`config.mk`:
```
export PLATFORM = sky130hd
export DESIGN_NAME = osct_top
export DESIGN_NICKNAME = d
export VERILOG_FILES = /design/src/design/osct_pkg.sv /design/src/design/osct_if.sv /design/src/design/osct_timer.sv /design/src/design/osct_top.sv
export SDC_FILE = /design/constraint.sdc
export NUM_CORES = 1
export LEC_CHECK = 0
export ABC_CLOCK_PERIOD_IN_PS = 6000
export BUFFER_PORTS_ARGS = -buffer_cell sky130_fd_sc_hd__buf_2
export CORE_MARGIN = 2
export CORE_UTILIZATION = 35
export CTS_BUF_LIST = sky130_fd_sc_hd__clkbuf_4
export DETAILED_ROUTE_END_ITERATION = 7
export PLACE_DENSITY_LB_ADDON = 0.12
export RECOVER_POWER = 100
export SLEW_MARGIN = 20
export SYNTH_ARGS = -nofsm -noshare
export SYNTH_HDL_FRONTEND = slang
export SYNTH_SLANG_ARGS = --single-unit
```
`constraint.sdc`:
```
create_clock -name CLOCK -period 6 [get_ports CLOCK]
set_clock_uncertainty 0.15 [all_clocks]
set_input_delay 0.6 -clock CLOCK [delete_from_list [all_inputs] [get_ports CLOCK]]
set_output_delay 0.6 -clock CLOCK [all_outputs]
set_load 0.005 [all_outputs]
```
`src/design/osct_pkg.sv`:
```
package osct_pkg;
   localparam int          OSCT_NUM_TIMERS = 2;
   localparam int          OSCT_CW         = 32;
   localparam logic [31:0] OSCT_COUNT_RST  = 32'h0000_0000;
   localparam logic [31:0] OSCT_RELOAD_RST = 32'h0000_0000;
   localparam logic [31:0] OSCT_ZERO       = 32'h0000_0000;
   localparam logic [31:0] OSCT_ONE        = 32'h0000_0001;
   localparam logic        OSCT_EN_RST     = 1'b0;
   localparam logic        OSCT_FLAG_RST   = 1'b0;
   localparam logic        OSCT_MODE_RST   = 1'b0;
   localparam logic        OSCT_PROT_RST   = 1'b0;

   typedef enum logic [1:0]
   {
      OSCT_SEL_COUNT  = 2'h0,
      OSCT_SEL_RELOAD = 2'h1,
      OSCT_SEL_MODE   = 2'h2,
      OSCT_SEL_FLAG   = 2'h3
   } osct_sel_t;
endpackage

```
`src/design/osct_if.sv`:
```
`timescale 1ns/100ps
`default_nettype none
interface osct_if;
   import osct_pkg::*;
   logic              wr;
   logic              rd;
   logic              user;
   logic [1:0]        sel;
   logic [31:0]       wdata;
   logic [31:0]       rdata;
   logic              fault;
   logic              expire;
   logic              run;
   logic [31:0]       count;

   modport ctl (output wr, output rd, output user, output sel, output wdata,
                input rdata, input fault, input expire, input run, input count);
   modport tmr (input wr, input rd, input user, input sel, input wdata,
                output rdata, output fault, output expire, output run, output count);
endinterface
`default_nettype wire

```
`src/design/osct_timer.sv`:
```
`timescale 1ns/100ps
`default_nettype none
module osct_timer
   import osct_pkg::*;
(
   input  wire logic CLOCK,
   input  wire logic RSTN,
   osct_if.tmr       bus
);
   logic [31:0] count_r;
   logic [31:0] reload_r;
   logic        en_r;
   logic        periodic_r;
   logic        prot_r;
   logic        flag_r;
   logic [31:0] rdata_r;
   logic        fault_r;
   logic        wr_ok;
   logic        at_one;
   logic        expire;

   ////////////////////////////////////////////////////////////////////
   assign wr_ok  = bus.wr && !(prot_r && bus.user);
   assign at_one = en_r && (count_r == OSCT_ONE);
   assign expire = at_one;

   always_ff @(posedge CLOCK)
   begin
      if (!RSTN)
         count_r <= OSCT_COUNT_RST;
      else if (wr_ok && bus.sel == OSCT_SEL_COUNT)
         count_r <= bus.wdata;
      else if (expire && periodic_r)
         count_r <= reload_r;
      else if (en_r && count_r != OSCT_ZERO)
         count_r <= count_r - OSCT_ONE;
   end

   always_ff @(posedge CLOCK)
   begin
      if (!RSTN)
         reload_r <= OSCT_RELOAD_RST;
      else if (wr_ok && bus.sel == OSCT_SEL_RELOAD)
         reload_r <= bus.wdata;
   end

   // mode word: bit0 run, bit1 periodic, bit2 user-write protect
   always_ff @(posedge CLOCK)
   begin
      if (!RSTN)
      begin
         en_r       <= OSCT_EN_RST;
         periodic_r <= OSCT_MODE_RST;
         prot_r     <= OSCT_PROT_RST;
      end
      else if (wr_ok && bus.sel == OSCT_SEL_MODE)
      begin
         en_r       <= bus.wdata[0];
         periodic_r <= bus.wdata[1];
         prot_r     <= bus.wdata[2];
      end
      else if (expire && !periodic_r)
         en_r <= 1'b0;
      else if (en_r && count_r == OSCT_ZERO && !periodic_r)
         en_r <= 1'b0;
   end

   // read never clears; only an explicit write of 1 clears, and set wins
   always_ff @(posedge CLOCK)
   begin
      if (!RSTN)
         flag_r <= OSCT_FLAG_RST;
      else if (expire)
         flag_r <= 1'b1;
      else if (wr_ok && bus.sel == OSCT_SEL_FLAG && bus.wdata[0])
         flag_r <= 1'b0;
   end

   always_ff @(posedge CLOCK)
   begin
      if (!RSTN)
      begin
         rdata_r <= OSCT_ZERO;
         fault_r <= 1'b0;
      end
      else
      begin
         fault_r <= bus.wr && !wr_ok;
         if (bus.rd)
         begin
            case (bus.sel)
               OSCT_SEL_COUNT:  rdata_r <= count_r;
               OSCT_SEL_RELOAD: rdata_r <= reload_r;
               OSCT_SEL_MODE:   rdata_r <= {29'h0000_0000, prot_r, periodic_r, en_r};
               OSCT_SEL_FLAG:   rdata_r <= {31'h0000_0000, flag_r};
               default:         rdata_r <= OSCT_ZERO;
            endcase
         end
      end
   end

   assign bus.rdata  = rdata_r;
   assign bus.fault  = fault_r;
   assign bus.expire = expire;
   assign bus.run    = en_r;
   assign bus.count  = count_r;
endmodule
`default_nettype wire

```
`src/design/osct_top.sv`:
```
`timescale 1ns/100ps
`default_nettype none
module osct_top
   import osct_pkg::*;
(
   input  wire logic        CLOCK,
   input  wire logic        RSTN,
   input  wire logic        WR,
   input  wire logic        RD,
   input  wire logic        USER_MODE,
   input  wire logic        TSEL,
   input  wire logic [1:0]  SEL,
   input  wire logic [31:0] WDATA,
   output logic      [31:0] RDATA,
   output logic             TYPE_MISMATCH_FAULT,
   output logic      [1:0]  TIMER_IRQ,
   output logic      [1:0]  TIMER_RUN
);
   logic [31:0] rd_v [OSCT_NUM_TIMERS];
   logic [1:0]  flt_v;
   logic [1:0]  irq_r;
   logic [1:0]  exp_v;
   logic        tsel_r;

   ////////////////////////////////////////////////////////////////////
   genvar g;
   generate
      for (g = 0; g < OSCT_NUM_TIMERS; g++)
      begin : gt
         osct_if b ();
         assign b.wr    = WR && (TSEL == 1'(g));
         assign b.rd    = RD && (TSEL == 1'(g));
         assign b.user  = USER_MODE;
         assign b.sel   = SEL;
         assign b.wdata = WDATA;
         osct_timer u_t (.CLOCK(CLOCK), .RSTN(RSTN), .bus(b));
         assign rd_v[g]      = b.rdata;
         assign flt_v[g]     = b.fault;
         assign TIMER_RUN[g] = b.run;
         assign exp_v[g]     = b.expire;
      end
   endgenerate

   // one process for the whole vector: per-bit processes would split one driver
   always_ff @(posedge CLOCK)
   begin
      if (!RSTN)
         irq_r <= 2'h0;
      else
         irq_r <= exp_v;
   end

   always_ff @(posedge CLOCK)
   begin
      if (!RSTN)
         tsel_r <= 1'b0;
      else if (RD)
         tsel_r <= TSEL;
   end

   assign RDATA               = rd_v[tsel_r];
   assign TYPE_MISMATCH_FAULT = |flt_v;
   assign TIMER_IRQ           = irq_r;
endmodule
`default_nettype wire

```
* After elaboration in Yosys (flattened, before gate mapping)
Cells that the tools add are included.
** Word-level totals
- Bits of input ports :: 40
- Register bits after elaboration :: 205
- Output and inout port bits :: 37
** Operators by class
- Magnitude comparators :: 1
- Equal/unequal tests :: 5
- Bitwise gates (word level) :: 2
- $add $sub $neg :: 2
- Reduce and logical (&&, ||, !) cells :: 50
- Multiplexer cells :: 21
** Operators with widths (count)
- two-way mux 32 bit :: 9
- case mux 32 bit (4 select lines) :: 2
- equality test 32 x 1 -> 1 bit, second input constant :: 2
- zero test 32 bit :: 2
- nonzero test 32 bit :: 2
- subtractor 32 x 1 -> 32 bit, second input constant :: 2
- logical AND 1 bit :: 32
- nonzero test 3 bit :: 4
- two-way mux 1 bit :: 10
- zero test 1 bit :: 6
- equality test 2 bit, second input constant :: 2
- nonzero test 2 bit :: 2
- equality test 2 x 1 -> 1 bit, second input constant :: 1
- greater-or-equal comparator 2 bit, second input constant :: 1
- zero test 2 bit :: 1
- inverter 1 -> 2 bit :: 1
- OR reduction 2 bit :: 1
- inverter 1 bit :: 1

* Depth between registers and ports, before layout
Gate-level depths: netlist (run 1).
- Depth in word-level cells :: 7
- Depth in mapped cells :: 11
- Gate-level depth less buffers :: 9

* Cells and area by module
From an unflattened synthesis (run 1), not the netlist that was laid out.
** Unflattened totals
- Cell total of the unflattened synthesis :: 1303
- Area, all modules :: 10822.9 sq um
** By module, submodules not included
- osct_timer at gt[1].u_t :: seq. area each 2021.9 sq um, area an instance 5083.6 sq um, cells each 644, times used 1
- osct_timer at gt[0].u_t :: seq. area each 2021.9 sq um, area an instance 5062.4 sq um, cells each 609, times used 1
- osct_top :: seq. area each 60.1 sq um, area an instance 676.9 sq um, cells each 50, times used 1

* Least setup slack after synthesis (run 1)
Ideal clock, no wire load.
- Path kind :: reg-to-reg
- Start :: register gt[0].u_t.count_r[22]
- End :: register gt[0].u_t.count_r[12]
- Arrival time :: 2.339 ns
- Library setup time :: 0.132 ns
- Slack :: 3.379 ns
- Stages on the path, launching flop included :: 10
- Path through :: dfxtp_1 or2_2 or4b_4 or4_1 clkbuf_1 buf_2 o21ai_0 a21oi_1 a21oi_1 a21oi_1
** Between the ends
- Longest elaborated chain between the ends :: 5
- Elaborated cells on any way between the ends :: 8
- Classes of those cells :: eq/ne: 1; mux: 2; reduce/logical: 5
** RTL lines
- start, declared :: line osct_timer.sv:10 : logic [31:0] count_r;
- start signal, assigned :: line osct_timer.sv:32 : count_r <= bus.wdata;
- start signal, assigned :: line osct_timer.sv:34 : count_r <= reload_r;
- start signal, assigned :: line osct_timer.sv:36 : count_r <= count_r - OSCT_ONE;
- equality test 32 x 1 -> 1 bit :: line osct_timer.sv:24 : assign at_one = en_r && (count_r == OSCT_ONE);
- logical AND 1 bit :: line osct_timer.sv:24
- logical AND 1 bit :: line osct_timer.sv:33 : else if (expire && periodic_r)
- two-way mux 32 bit :: line osct_timer.sv:33
- two-way mux 32 bit :: line osct_timer.sv:31 : else if (wr_ok && bus.sel == OSCT_SEL_COUNT)
Parallel ways exist; a longest one is shown, timed or not.
A chain may end at the register's enable or synchronous reset.

==> flow_metrics.env, run 1 <==
export IMPL_required_ps=6480
export IMPL_cts_buffer_depth=3
export IMPL_crit_type="input port to flip-flop"
export IMPL_relSlewSlack=-1.46
export IMPL_cts_max_level=2
export IMPL_finalMaxSlewViolations=123
export IMPL_io_buffers=76
export IMPL_grt_pass1_wl_um=57300
export IMPL_r2r_setup_slack_ps=2000
export IMPL_crit_slowest_cell="clkbuf_1"
export IMPL_syn2layout_area_growth_pct=12.5
export IMPL_crit_family="buffers and inverters"
export IMPL_die_w_um=180
export IMPL_synth_edf_count=0
export IMPL_use_met2=0.353
export IMPL_numCtsBuffers=60
export IMPL_overflow=0
export IMPL_core_area_um2=30600
export IMPL_insertion_delay_ps=720
export IMPL_viasPerCell=5.43
export IMPL_fmax_mhz=224
export IMPL_gp_congestion=0.842
export IMPL_grt_total_usage=0.223
export IMPL_leakage_nw=4.57
export IMPL_synth_ff_type="dfxtp_1"
export IMPL_rows=64
export IMPL_worstPathArrival_ps=4950
export IMPL_critPathLaunchType="input port"
export IMPL_ant_nets=0
export IMPL_path_buf_inv=2
export IMPL_final_cell_count_no_fill=1811
export IMPL_cts_tree="done"
export IMPL_yosysTopAreaCell="dfxtp_1"
export IMPL_start_util=0.355
export IMPL_worstPathCellList="clkbuf_1, clkbuf_2, o221ai_1, a21oi_1"
export IMPL_synthTopCellsByCount="219 x nand2_1, 205 x dfxtp_1, 88 x mux2_2"
export IMPL_worst_pin_slew_ps=3690
export IMPL_whs_ps=59.7
export IMPL_ys_seq_area_frac=0.377
export IMPL_powerDensity_nw_per_um2=273
export IMPL_drt_iter0_markers=656
export IMPL_avgSynthCellArea_um2=8.30
export IMPL_root_buffer="clkbuf_4"
export IMPL_clk_pin_slew_ps=60
export IMPL_yosys_warnings=0
export IMPL_synthArstFlopShare=0
export IMPL_hold_viol=0
export IMPL_min_period_ps=4470
export IMPL_grt_pass1_vias=9594
export IMPL_cpPeakStageDelay_ps=2550
export IMPL_drc=2
export IMPL_hold_class="input port to flip-flop"
export IMPL_cts_sinks=205
export IMPL_syn_area_um2=10900
export IMPL_chipHeight_um=180
export IMPL_drt_pre_antenna_iters=8
export IMPL_antenna_found_initial=1
export IMPL_vias=9829
export IMPL_routed_wl_um=36700
export IMPL_crit_path_end_kind="flip-flop"
export IMPL_grt_busiest_layer="met2"
export IMPL_status="finished with violations"
export IMPL_synthCells=1310
export IMPL_setup_violations_final=0
export IMPL_post_synth_top_count_cell="nand2_1"
export IMPL_dpl_hpwl_um=25000
export IMPL_yosysUniqueCellTypes=61
export IMPL_violations="DRC, capacitance limit, slew limit"
export IMPL_dp_cells=1701
export IMPL_use_met3=0.0412
export IMPL_syn_num_nets=1354
export IMPL_maxCapViolCount=3
export IMPL_layout_drive_gt1_share=0.186
export IMPL_power_mw=3.34
export IMPL_wire_per_inst_um=20.3
export IMPL_synth_top_area_share=0.377
export IMPL_tns_ps=0
export IMPL_ir_worst_vdd_mv=0.143
export IMPL_pin_count=77
export IMPL_finalCritPeriodShare=0.745
export IMPL_ys_ff_latch=205
export IMPL_die_area_um2=32500
export IMPL_grt_max_degree=89
export IMPL_rsz0062_at_grt="false"
export IMPL_grt_use_met1=0.307
export IMPL_nets=1417
export IMPL_synth_area_top_cells="dfxtp_1 38%, mux2_2 9.1%, nand2_1 7.6%"
export IMPL_critPathMaxFanout=88
cells by family after synthesis:
kind of cell	count (synthesis)	synth area share
AO/OA/AOI/OAI	347	0.208
XOR/XNOR	56	0.0451
adder cells (fa/ha/maj)	4	0.00460
buffers and inverters	108	0.0400
flip-flops	205	0.377
multiplexers	94	0.0990
AND/OR/NAND/NOR	496	0.226
worst paths after layout:
kind	startpoint	end	cells past startpoint
worst max-delay path	RSTN	gt[1].u_t.bus.count[1]$_SDFFE_PN0P_	4
worst min-delay path	WDATA[28]	gt[1].u_t.reload_r[28]$_SDFFE_PN0P_	3
worst max register to register	gt[0].u_t.bus.count[26]$_SDFFE_PN0P_	gt[0].u_t.bus.count[1]$_SDFFE_PN0P_	7
worst min register to register	gt[1].u_t.bus.rdata[0]$_SDFFE_PN0P_	gt[1].u_t.bus.rdata[0]$_SDFFE_PN0P_	2
report_power, final:
part / total [mW] / internal, mW / leakage (nW) / switching (mW)
Combinational: 0.621 / 0.247 / 2.49 / 0.373
Sequential: 1.46 / 1.40 / 1.66 / 0.0538
Clock: 1.26 / 0.647 / 0.422 / 0.612
Total: 3.34 / 2.30 / 4.57 / 1.04
flip-flops by register name, indices dropped and copies added, names as in the netlist:
register           flops
TIMER_IRQ              2
gt.u_t.periodic_r      2
gt.u_t.bus.rdata      64
gt.u_t.flag_r          2
gt.u_t.bus.fault       2
gt.u_t.bus.count      64
gt.u_t.reload_r       64
gt.u_t.bus.run         2
tsel_r                 1
gt.u_t.prot_r          2
worst register-to-register path, delay by kind of cell, from the launching register on:
family	cells	cell delay, ps
and+or+nand+nor	4	2540
AOI/OAI and AO/OA	3	900
DFF	1	360
cell usage in the layout, fill, tap and decap left out, types with 21 or more instances in the layout:
cell type	count
nor4_1	25
a21boi_0	79
a21oi_1	70
nand2_1	219
dfxtp_1	205
nor2_1	55
xor2_1	21
mux2_2	77
clkbuf_4	86
nand3_1	28
nor2b_1	67
xnor2_1	35
buf_2	58
o21ai_0	69
a22oi_1	59
cell type report:
cell class | count | area [um^2]
clock buffer | 86 | 646
sequential | 205 | 4100
fill | 3247 | 18400
tap | 396 | 495
antenna | 3 | 7.51
timing repair buffer | 101 | 551
multi-input combinational | 997 | 6340
inverter | 8 | 30.0
clock inverter | 15 | 57.6
through the flow:
| step | area, um^2 | worst slack (ps) | util |
|---|---|---|---|
| floorplan | 10900 | 3380 | - |
| global placement | 11500 | 2590 | 0.376 |
| detailed placement | 11500 | 2380 | 0.376 |
| CTS | 12300 | 2360 | 0.401 |
| global route | 12200 | 1180 | 0.400 |
| finish | 12200 | 1530 | 0.400 |
timing repair:
action                    in CTS  in global routing
hold buffers                   6                  0
gates resized for setup        0                  0
hold endpoints to repair       9                  0
setup buffers                  0                  0
metal layers:
layer	wire length (um)	vias up
met4	957	0
li1	-	4814
met5	0	-
met2	16700	254
met1	17200	4703
met3	1800	58
Power figures use the tool's default switching activity.
==> run 2: changes to the inputs <==
Settings changed: ABC_AREA set to 1, ABC_CLOCK_PERIOD_IN_PS 6000 to 4600.
Clock period 6 ns to 4.6 ns, I/O delays scaled along.
==> flow_metrics.env, run 2 <==
export IMPL_die_area_um2=35200
export IMPL_tns_ps=0
export IMPL_drt_pre_antenna_iters=5
export IMPL_crit_path_end_kind="flip-flop"
export IMPL_drc=0
export IMPL_synthSimpleGateAreaFrac=0.260
export IMPL_start_util=0.353
export IMPL_synthTopCellsByCount="371 x nand2_1, 281 x o21ai_0, 264 x inv_1"
export IMPL_pin_count=77
export IMPL_drt_iter0_markers=911
export IMPL_status="finished with violations"
export IMPL_synth_edf_count=0
export IMPL_syn_num_nets=1901
export IMPL_worstPathArrival_ps=4520
export IMPL_fin_area_um2=13500
export IMPL_relSlewSlack=-0.809
export IMPL_final_cell_mix="373 x nand2_1, 286 x o21ai_0, 265 x inv_1"
export IMPL_final_common_cell="nand2_1"
export IMPL_core_area_um2=33400
export IMPL_viasPerCell=5.16
export IMPL_cts_sinks=205
export IMPL_routed_wl_um=44200
export IMPL_whs_ps=322
export IMPL_synthArstFlopShare=0
export IMPL_cts_tree="done"
export IMPL_insertion_delay_ps=760
export IMPL_power_mw=5.08
export IMPL_ir_worst_vdd_mv=0.131
export IMPL_cts_buffer_depth=3
export IMPL_vias=12600
export IMPL_grt_max_degree=89
export IMPL_post_synth_top_count_cell="nand2_1"
export IMPL_min_period_ps=4010
export IMPL_n_fill_cell=3772
export IMPL_synthMuxAreaShare=0
export IMPL_nets=1990
export IMPL_synth_ff_type="dfxtp_1"
export IMPL_yosysTopAreaCell="dfxtp_1"
export IMPL_synth_compound_area_frac=0.236
export IMPL_rsz0062_at_grt="false"
export IMPL_setup_violations_final=0
export IMPL_finalMaxSlewViolations=349
export IMPL_powerDensity_nw_per_um2=377
export IMPL_violations="capacitance limit, slew limit"
export IMPL_die_w_um=188
export IMPL_placed_area_um2=12400
export IMPL_fmax_mhz=249
export IMPL_synthCells=1857
export IMPL_clk_pin_slew_ps=70
export IMPL_final_cell_count_no_fill=2440
export IMPL_gp_congestion=0.941
export IMPL_ant_nets=0
export IMPL_synth_area_top_cells="dfxtp_1 35%, o21ai_0 12%, nand2_1 12%"
export IMPL_yosys_warnings=0
export IMPL_finalCritPeriodShare=0.872
export IMPL_rows=67
export IMPL_grt_total_usage=0.248
export IMPL_antenna_found_initial=3
export IMPL_layout_drive_gt1_share=0.0969
export IMPL_required_ps=5110
export IMPL_syn_area_um2=11800
export IMPL_avgSynthCellArea_um2=6.35
export IMPL_synthAdderAreaFrac=0.00424
export IMPL_wire_per_inst_um=18.1
export IMPL_cts_max_level=2
export IMPL_maxCapViolCount=6
export IMPL_synth_top_area_share=0.348
export IMPL_ys_seq_area_frac=0.348
export IMPL_overflow=0
export IMPL_synth_xor_area_frac=0.0223
export IMPL_dpl_hpwl_um=30700
export IMPL_synth_top_family_by_area="simple AND/OR/NAND/NOR gates"
export IMPL_numCtsBuffers=60
export IMPL_chipHeight_um=188
export IMPL_io_buffers=76
export IMPL_dp_cells=2290
export IMPL_syn2layout_area_growth_pct=14.3
export IMPL_worst_pin_slew_ps=2710
export IMPL_hold_class="flip-flop to flip-flop"
export IMPL_grt_pass1_wl_um=68400
export IMPL_hold_viol=0
export IMPL_leakage_nw=6.08
export IMPL_yosysUniqueCellTypes=40
export IMPL_crit_type="input port to flip-flop"
export IMPL_ys_ff_latch=205
export IMPL_critPathLaunchType="input port"
export IMPL_root_buffer="clkbuf_4"
export IMPL_grt_pass1_vias=12000
export IMPL_critPathMaxFanout=52
==> run 2: report_power, final <==
part	leakage [nW]	switching, mW	internal [mW]	total (mW)
clock	0.478	0.840	0.982	1.82
combinational	3.93	0.869	0.415	1.28
sequential	1.67	0.0966	1.87	1.97
==> run 2: critical path, cell delays in order <==
cell	delay (ps)
dlygate4sd3_1	520
clkbuf_1	240
nor2_1	220
clkinv_1	130
clkbuf_1	1930
o21ai_0	600
o21ai_0	310
inv_1	60
==> run 2: path summary, 6_finish.rpt <==
| kind | slack, ps | cells past startpoint | end | from |
|---|---|---|---|---|
| min reg2reg | 320 | 2 | gt[1].u_t.reload_r[11]$_SDFFE_PN0P_ | gt[1].u_t.reload_r[11]$_SDFFE_PN0P_ |
| max reg2reg | 780 | 10 | gt[0].u_t.bus.count[17]$_SDFFE_PN0P_ | gt[0].u_t.bus.count[9]$_SDFFE_PN0P_ |
| min | 320 | 2 | gt[1].u_t.reload_r[11]$_SDFFE_PN0P_ | gt[1].u_t.reload_r[11]$_SDFFE_PN0P_ |
| max | 590 | 8 | gt[0].u_t.bus.rdata[27]$_SDFFE_PN0P_ | SEL[1] |
==> run 2: cell families after synthesis <==
kind of cell,Yosys count
and+or+nand+nor,712
AOI/OAI and AO/OA,522
buffers and inverters,384
DFF,205
xor gates and xnor gates,30
adders and majority gates,4
==> run 2: layout make-up <==
type | instances | area, um^2 | area share
multi-input cells | 1268 | 6130 | 0.455
flip-flops and latches | 205 | 4100 | 0.304
inverters | 278 | 1040 | 0.0774
repair buffers | 133 | 848 | 0.0629
clock buffers | 95 | 713 | 0.0529
well taps | 448 | 561 | 0.0416
clock inverters | 12 | 75.1 | 0.00557
diodes | 1 | 2.50 | 0.000186
==> run 2: metrics by stage <==
step / setup WS (ps) / utilization
3_5_place_dp: 1240 / 0.371
5_1_grt: 404 / 0.404
3_3_place_gp: 1260 / 0.371
4_1_cts: 1170 / 0.407
2_1_floorplan: 2590 / -
6_report: 589 / 0.404
==> run 2: repair_timing <==
item	4_1_cts	5_1_grt
resized for setup	0	0
setup buffers	0	0
endpoints found under the hold margin	79	0
hold buffers	42	0
==> run 2: layer usage <==
| metal | wire length [um] | GRT usage |
|---|---|---|
| met5 | 0 | 0 |
| met4 | 1460 | 0.0915 |
| met3 | 2180 | 0.0343 |
| met2 | 20500 | 0.411 |
| met1 | 20100 | 0.328 |
==> run 3: changes to the inputs <==
Settings changed: GPL_TIMING_DRIVEN set to 0.
==> flow_metrics.env, run 3 (same netlist as run 2, synthesis figures left out) <==
export IMPL_routed_wl_um=51100
export IMPL_syn2layout_area_growth_pct=16.5
export IMPL_crit_slowest_cell="nor2_1"
export IMPL_min_period_ps=3630
export IMPL_hold_viol=0
export IMPL_critPathMaxFanout=10
export IMPL_cpPeakStageDelay_ps=480
export IMPL_maxCapViolCount=0
export IMPL_io_buffers=75
export IMPL_vias=13200
export IMPL_path_buf_inv=3
export IMPL_crit_path_end_kind="flip-flop"
export IMPL_grt_max_degree=18
export IMPL_crit_type="flip-flop to flip-flop"
export IMPL_antenna_found_initial=1
export IMPL_hold_end="TIMER_IRQ[1]$_SDFF_PN0_"
export IMPL_grt_total_usage=0.287
export IMPL_dpl_hpwl_um=39500
export IMPL_r2r_end="gt[0].u_t.bus.count[28]$_SDFFE_PN0P_"
export IMPL_grt_pass1_vias=12900
export IMPL_use_met2=0.477
export IMPL_clk_pin_slew_ps=70
export IMPL_viasPerCell=5.22
export IMPL_rows=67
export IMPL_status="completed"
export IMPL_power_mw=5.08
export IMPL_crit_path_start="gt[0].u_t.bus.count[0]$_SDFFE_PN0P_"
export IMPL_min_path_cells=3
export IMPL_r2r_setup_slack_ps=970
export IMPL_whs_ps=234
export IMPL_leakage_nw=6.11
export IMPL_worstPathArrival_ps=4050
export IMPL_gp_congestion=0.974
export IMPL_ant_nets=0
export IMPL_hold_start="RSTN"
export IMPL_drt_iter0_markers=1059
export IMPL_layout_drive_gt1_share=0.0802
export IMPL_final_cell_mix="375 x nand2_1, 284 x o21ai_0, 267 x inv_1"
export IMPL_insertion_delay_ps=770
export IMPL_r2r_cells=12
export IMPL_critPathLaunchType="flip-flop"
export IMPL_cts_tree="done"
export IMPL_drt_pre_antenna_iters=5
export IMPL_final_cell_count_no_fill=2530
export IMPL_chipHeight_um=188
export IMPL_numCtsBuffers=61
export IMPL_final_common_cell="nand2_1"
export IMPL_worst_pin_slew_ps=891
export IMPL_worstPathCellList="inv_1, ha_1, nand2_1, nor2_1, nand2_1, o21ai_0, nand3_1, clkbuf_1, nand2_1, clkinv_1, nand2_1, a21oi_1"
export IMPL_nets=2082
export IMPL_cts_sinks=205
export IMPL_crit_top_cell="nand2_1"
export IMPL_finalCritPeriodShare=0.789
export IMPL_fmax_mhz=275
export IMPL_rsz0062_at_grt="false"
export IMPL_grt_busiest_layer="met2"
export IMPL_post_route_util=0.412
export IMPL_powerDensity_nw_per_um2=370
export IMPL_die_w_um=188
export IMPL_pin_count=77
export IMPL_ir_worst_vdd_mv=0.204
export IMPL_cts_max_level=2
export IMPL_postCtsSetupRepairBufs=0
export IMPL_tns_ps=0
export IMPL_hold_class="input port to flip-flop"
export IMPL_crit_family="simple AND/OR/NAND/NOR gates"
export IMPL_overflow=0
export IMPL_dp_cells=2380
export IMPL_die_area_um2=35200
export IMPL_start_util=0.353
export IMPL_setup_violations_final=0
export IMPL_use_met3=0.0457
export IMPL_required_ps=5020
export IMPL_cts_buffer_depth=3
export IMPL_root_buffer="clkbuf_4"
export IMPL_core_area_um2=33400
export IMPL_grt_use_met1=0.359
export IMPL_wire_per_inst_um=20.2
export IMPL_relSlewSlack=0.406
export IMPL_drc=0
export IMPL_r2r_start="gt[0].u_t.bus.count[0]$_SDFFE_PN0P_"
export IMPL_grt_pass1_wl_um=76300
export IMPL_finalMaxSlewViolations=0
-- run 3: worst min-delay path, delay by kind of cell --
| kind | cells | cell delay (ps) |
|---|---|---|
| buffers and inverters | 2 | 490 |
| and+or+nand+nor | 1 | 140 |
-- run 3: stage by stage --
stage,area (um^2),worst slack [ps]
2_1_floorplan,11800,2590
3_3_place_gp,12700,1910
3_5_place_dp,12700,1900
4_1_cts,13900,1560
5_1_grt,13700,820
6_report,13700,969
-- run 3: routing by layer --
metal / vias to the layer above / share of wire
met5: - / 0
met4: 0 / 0.051
met3: 149 / 0.073
met2: 546 / 0.46
met1: 6068 / 0.42
li1: 6446 / -
-- run 3: how the worst max path moves through the flow --
stage	endpoint	slack [ps]	cells after the start
floorplan	gt[0].u_t.bus.count[11]$_SDFFE_PN0P_	2590	10
global placement	gt[0].u_t.bus.count[13]$_SDFFE_PN0P_	1910	10
detailed placement	gt[1].u_t.bus.count[15]$_SDFFE_PN0P_	1900	9
CTS	RDATA[31]	1560	5
global route	gt[0].u_t.bus.count[28]$_SDFFE_PN0P_	820	12
finish	gt[0].u_t.bus.count[28]$_SDFFE_PN0P_	970	12
-- run 3: layout make-up --
class / instances / area, um^2
diodes: 1 / 2.50
plain buffers: 106 / 430
clock buffers: 83 / 623
clock inverters: 23 / 123
fillers: 3818 / 19600
inverters: 278 / 1040
multi-input cells: 1268 / 6080
flip-flops and latches: 205 / 4100
well taps: 448 / 561
repair buffers: 118 / 762
-- run 3: report_power, final --
part	internal, mW	leakage, nW	switching [mW]
clock network	0.885	0.434	0.868
registers	1.87	1.67	0.0990
logic	0.416	4.01	0.938
total	3.18	6.11	1.90
-- run 3: what timing repair did --
item | in CTS | in global routing
hold buffers | 43 | 0
endpoints found under the setup margin | 0 | 0
resized for setup | 0 | 0
hold endpoints to repair | 77 | 0
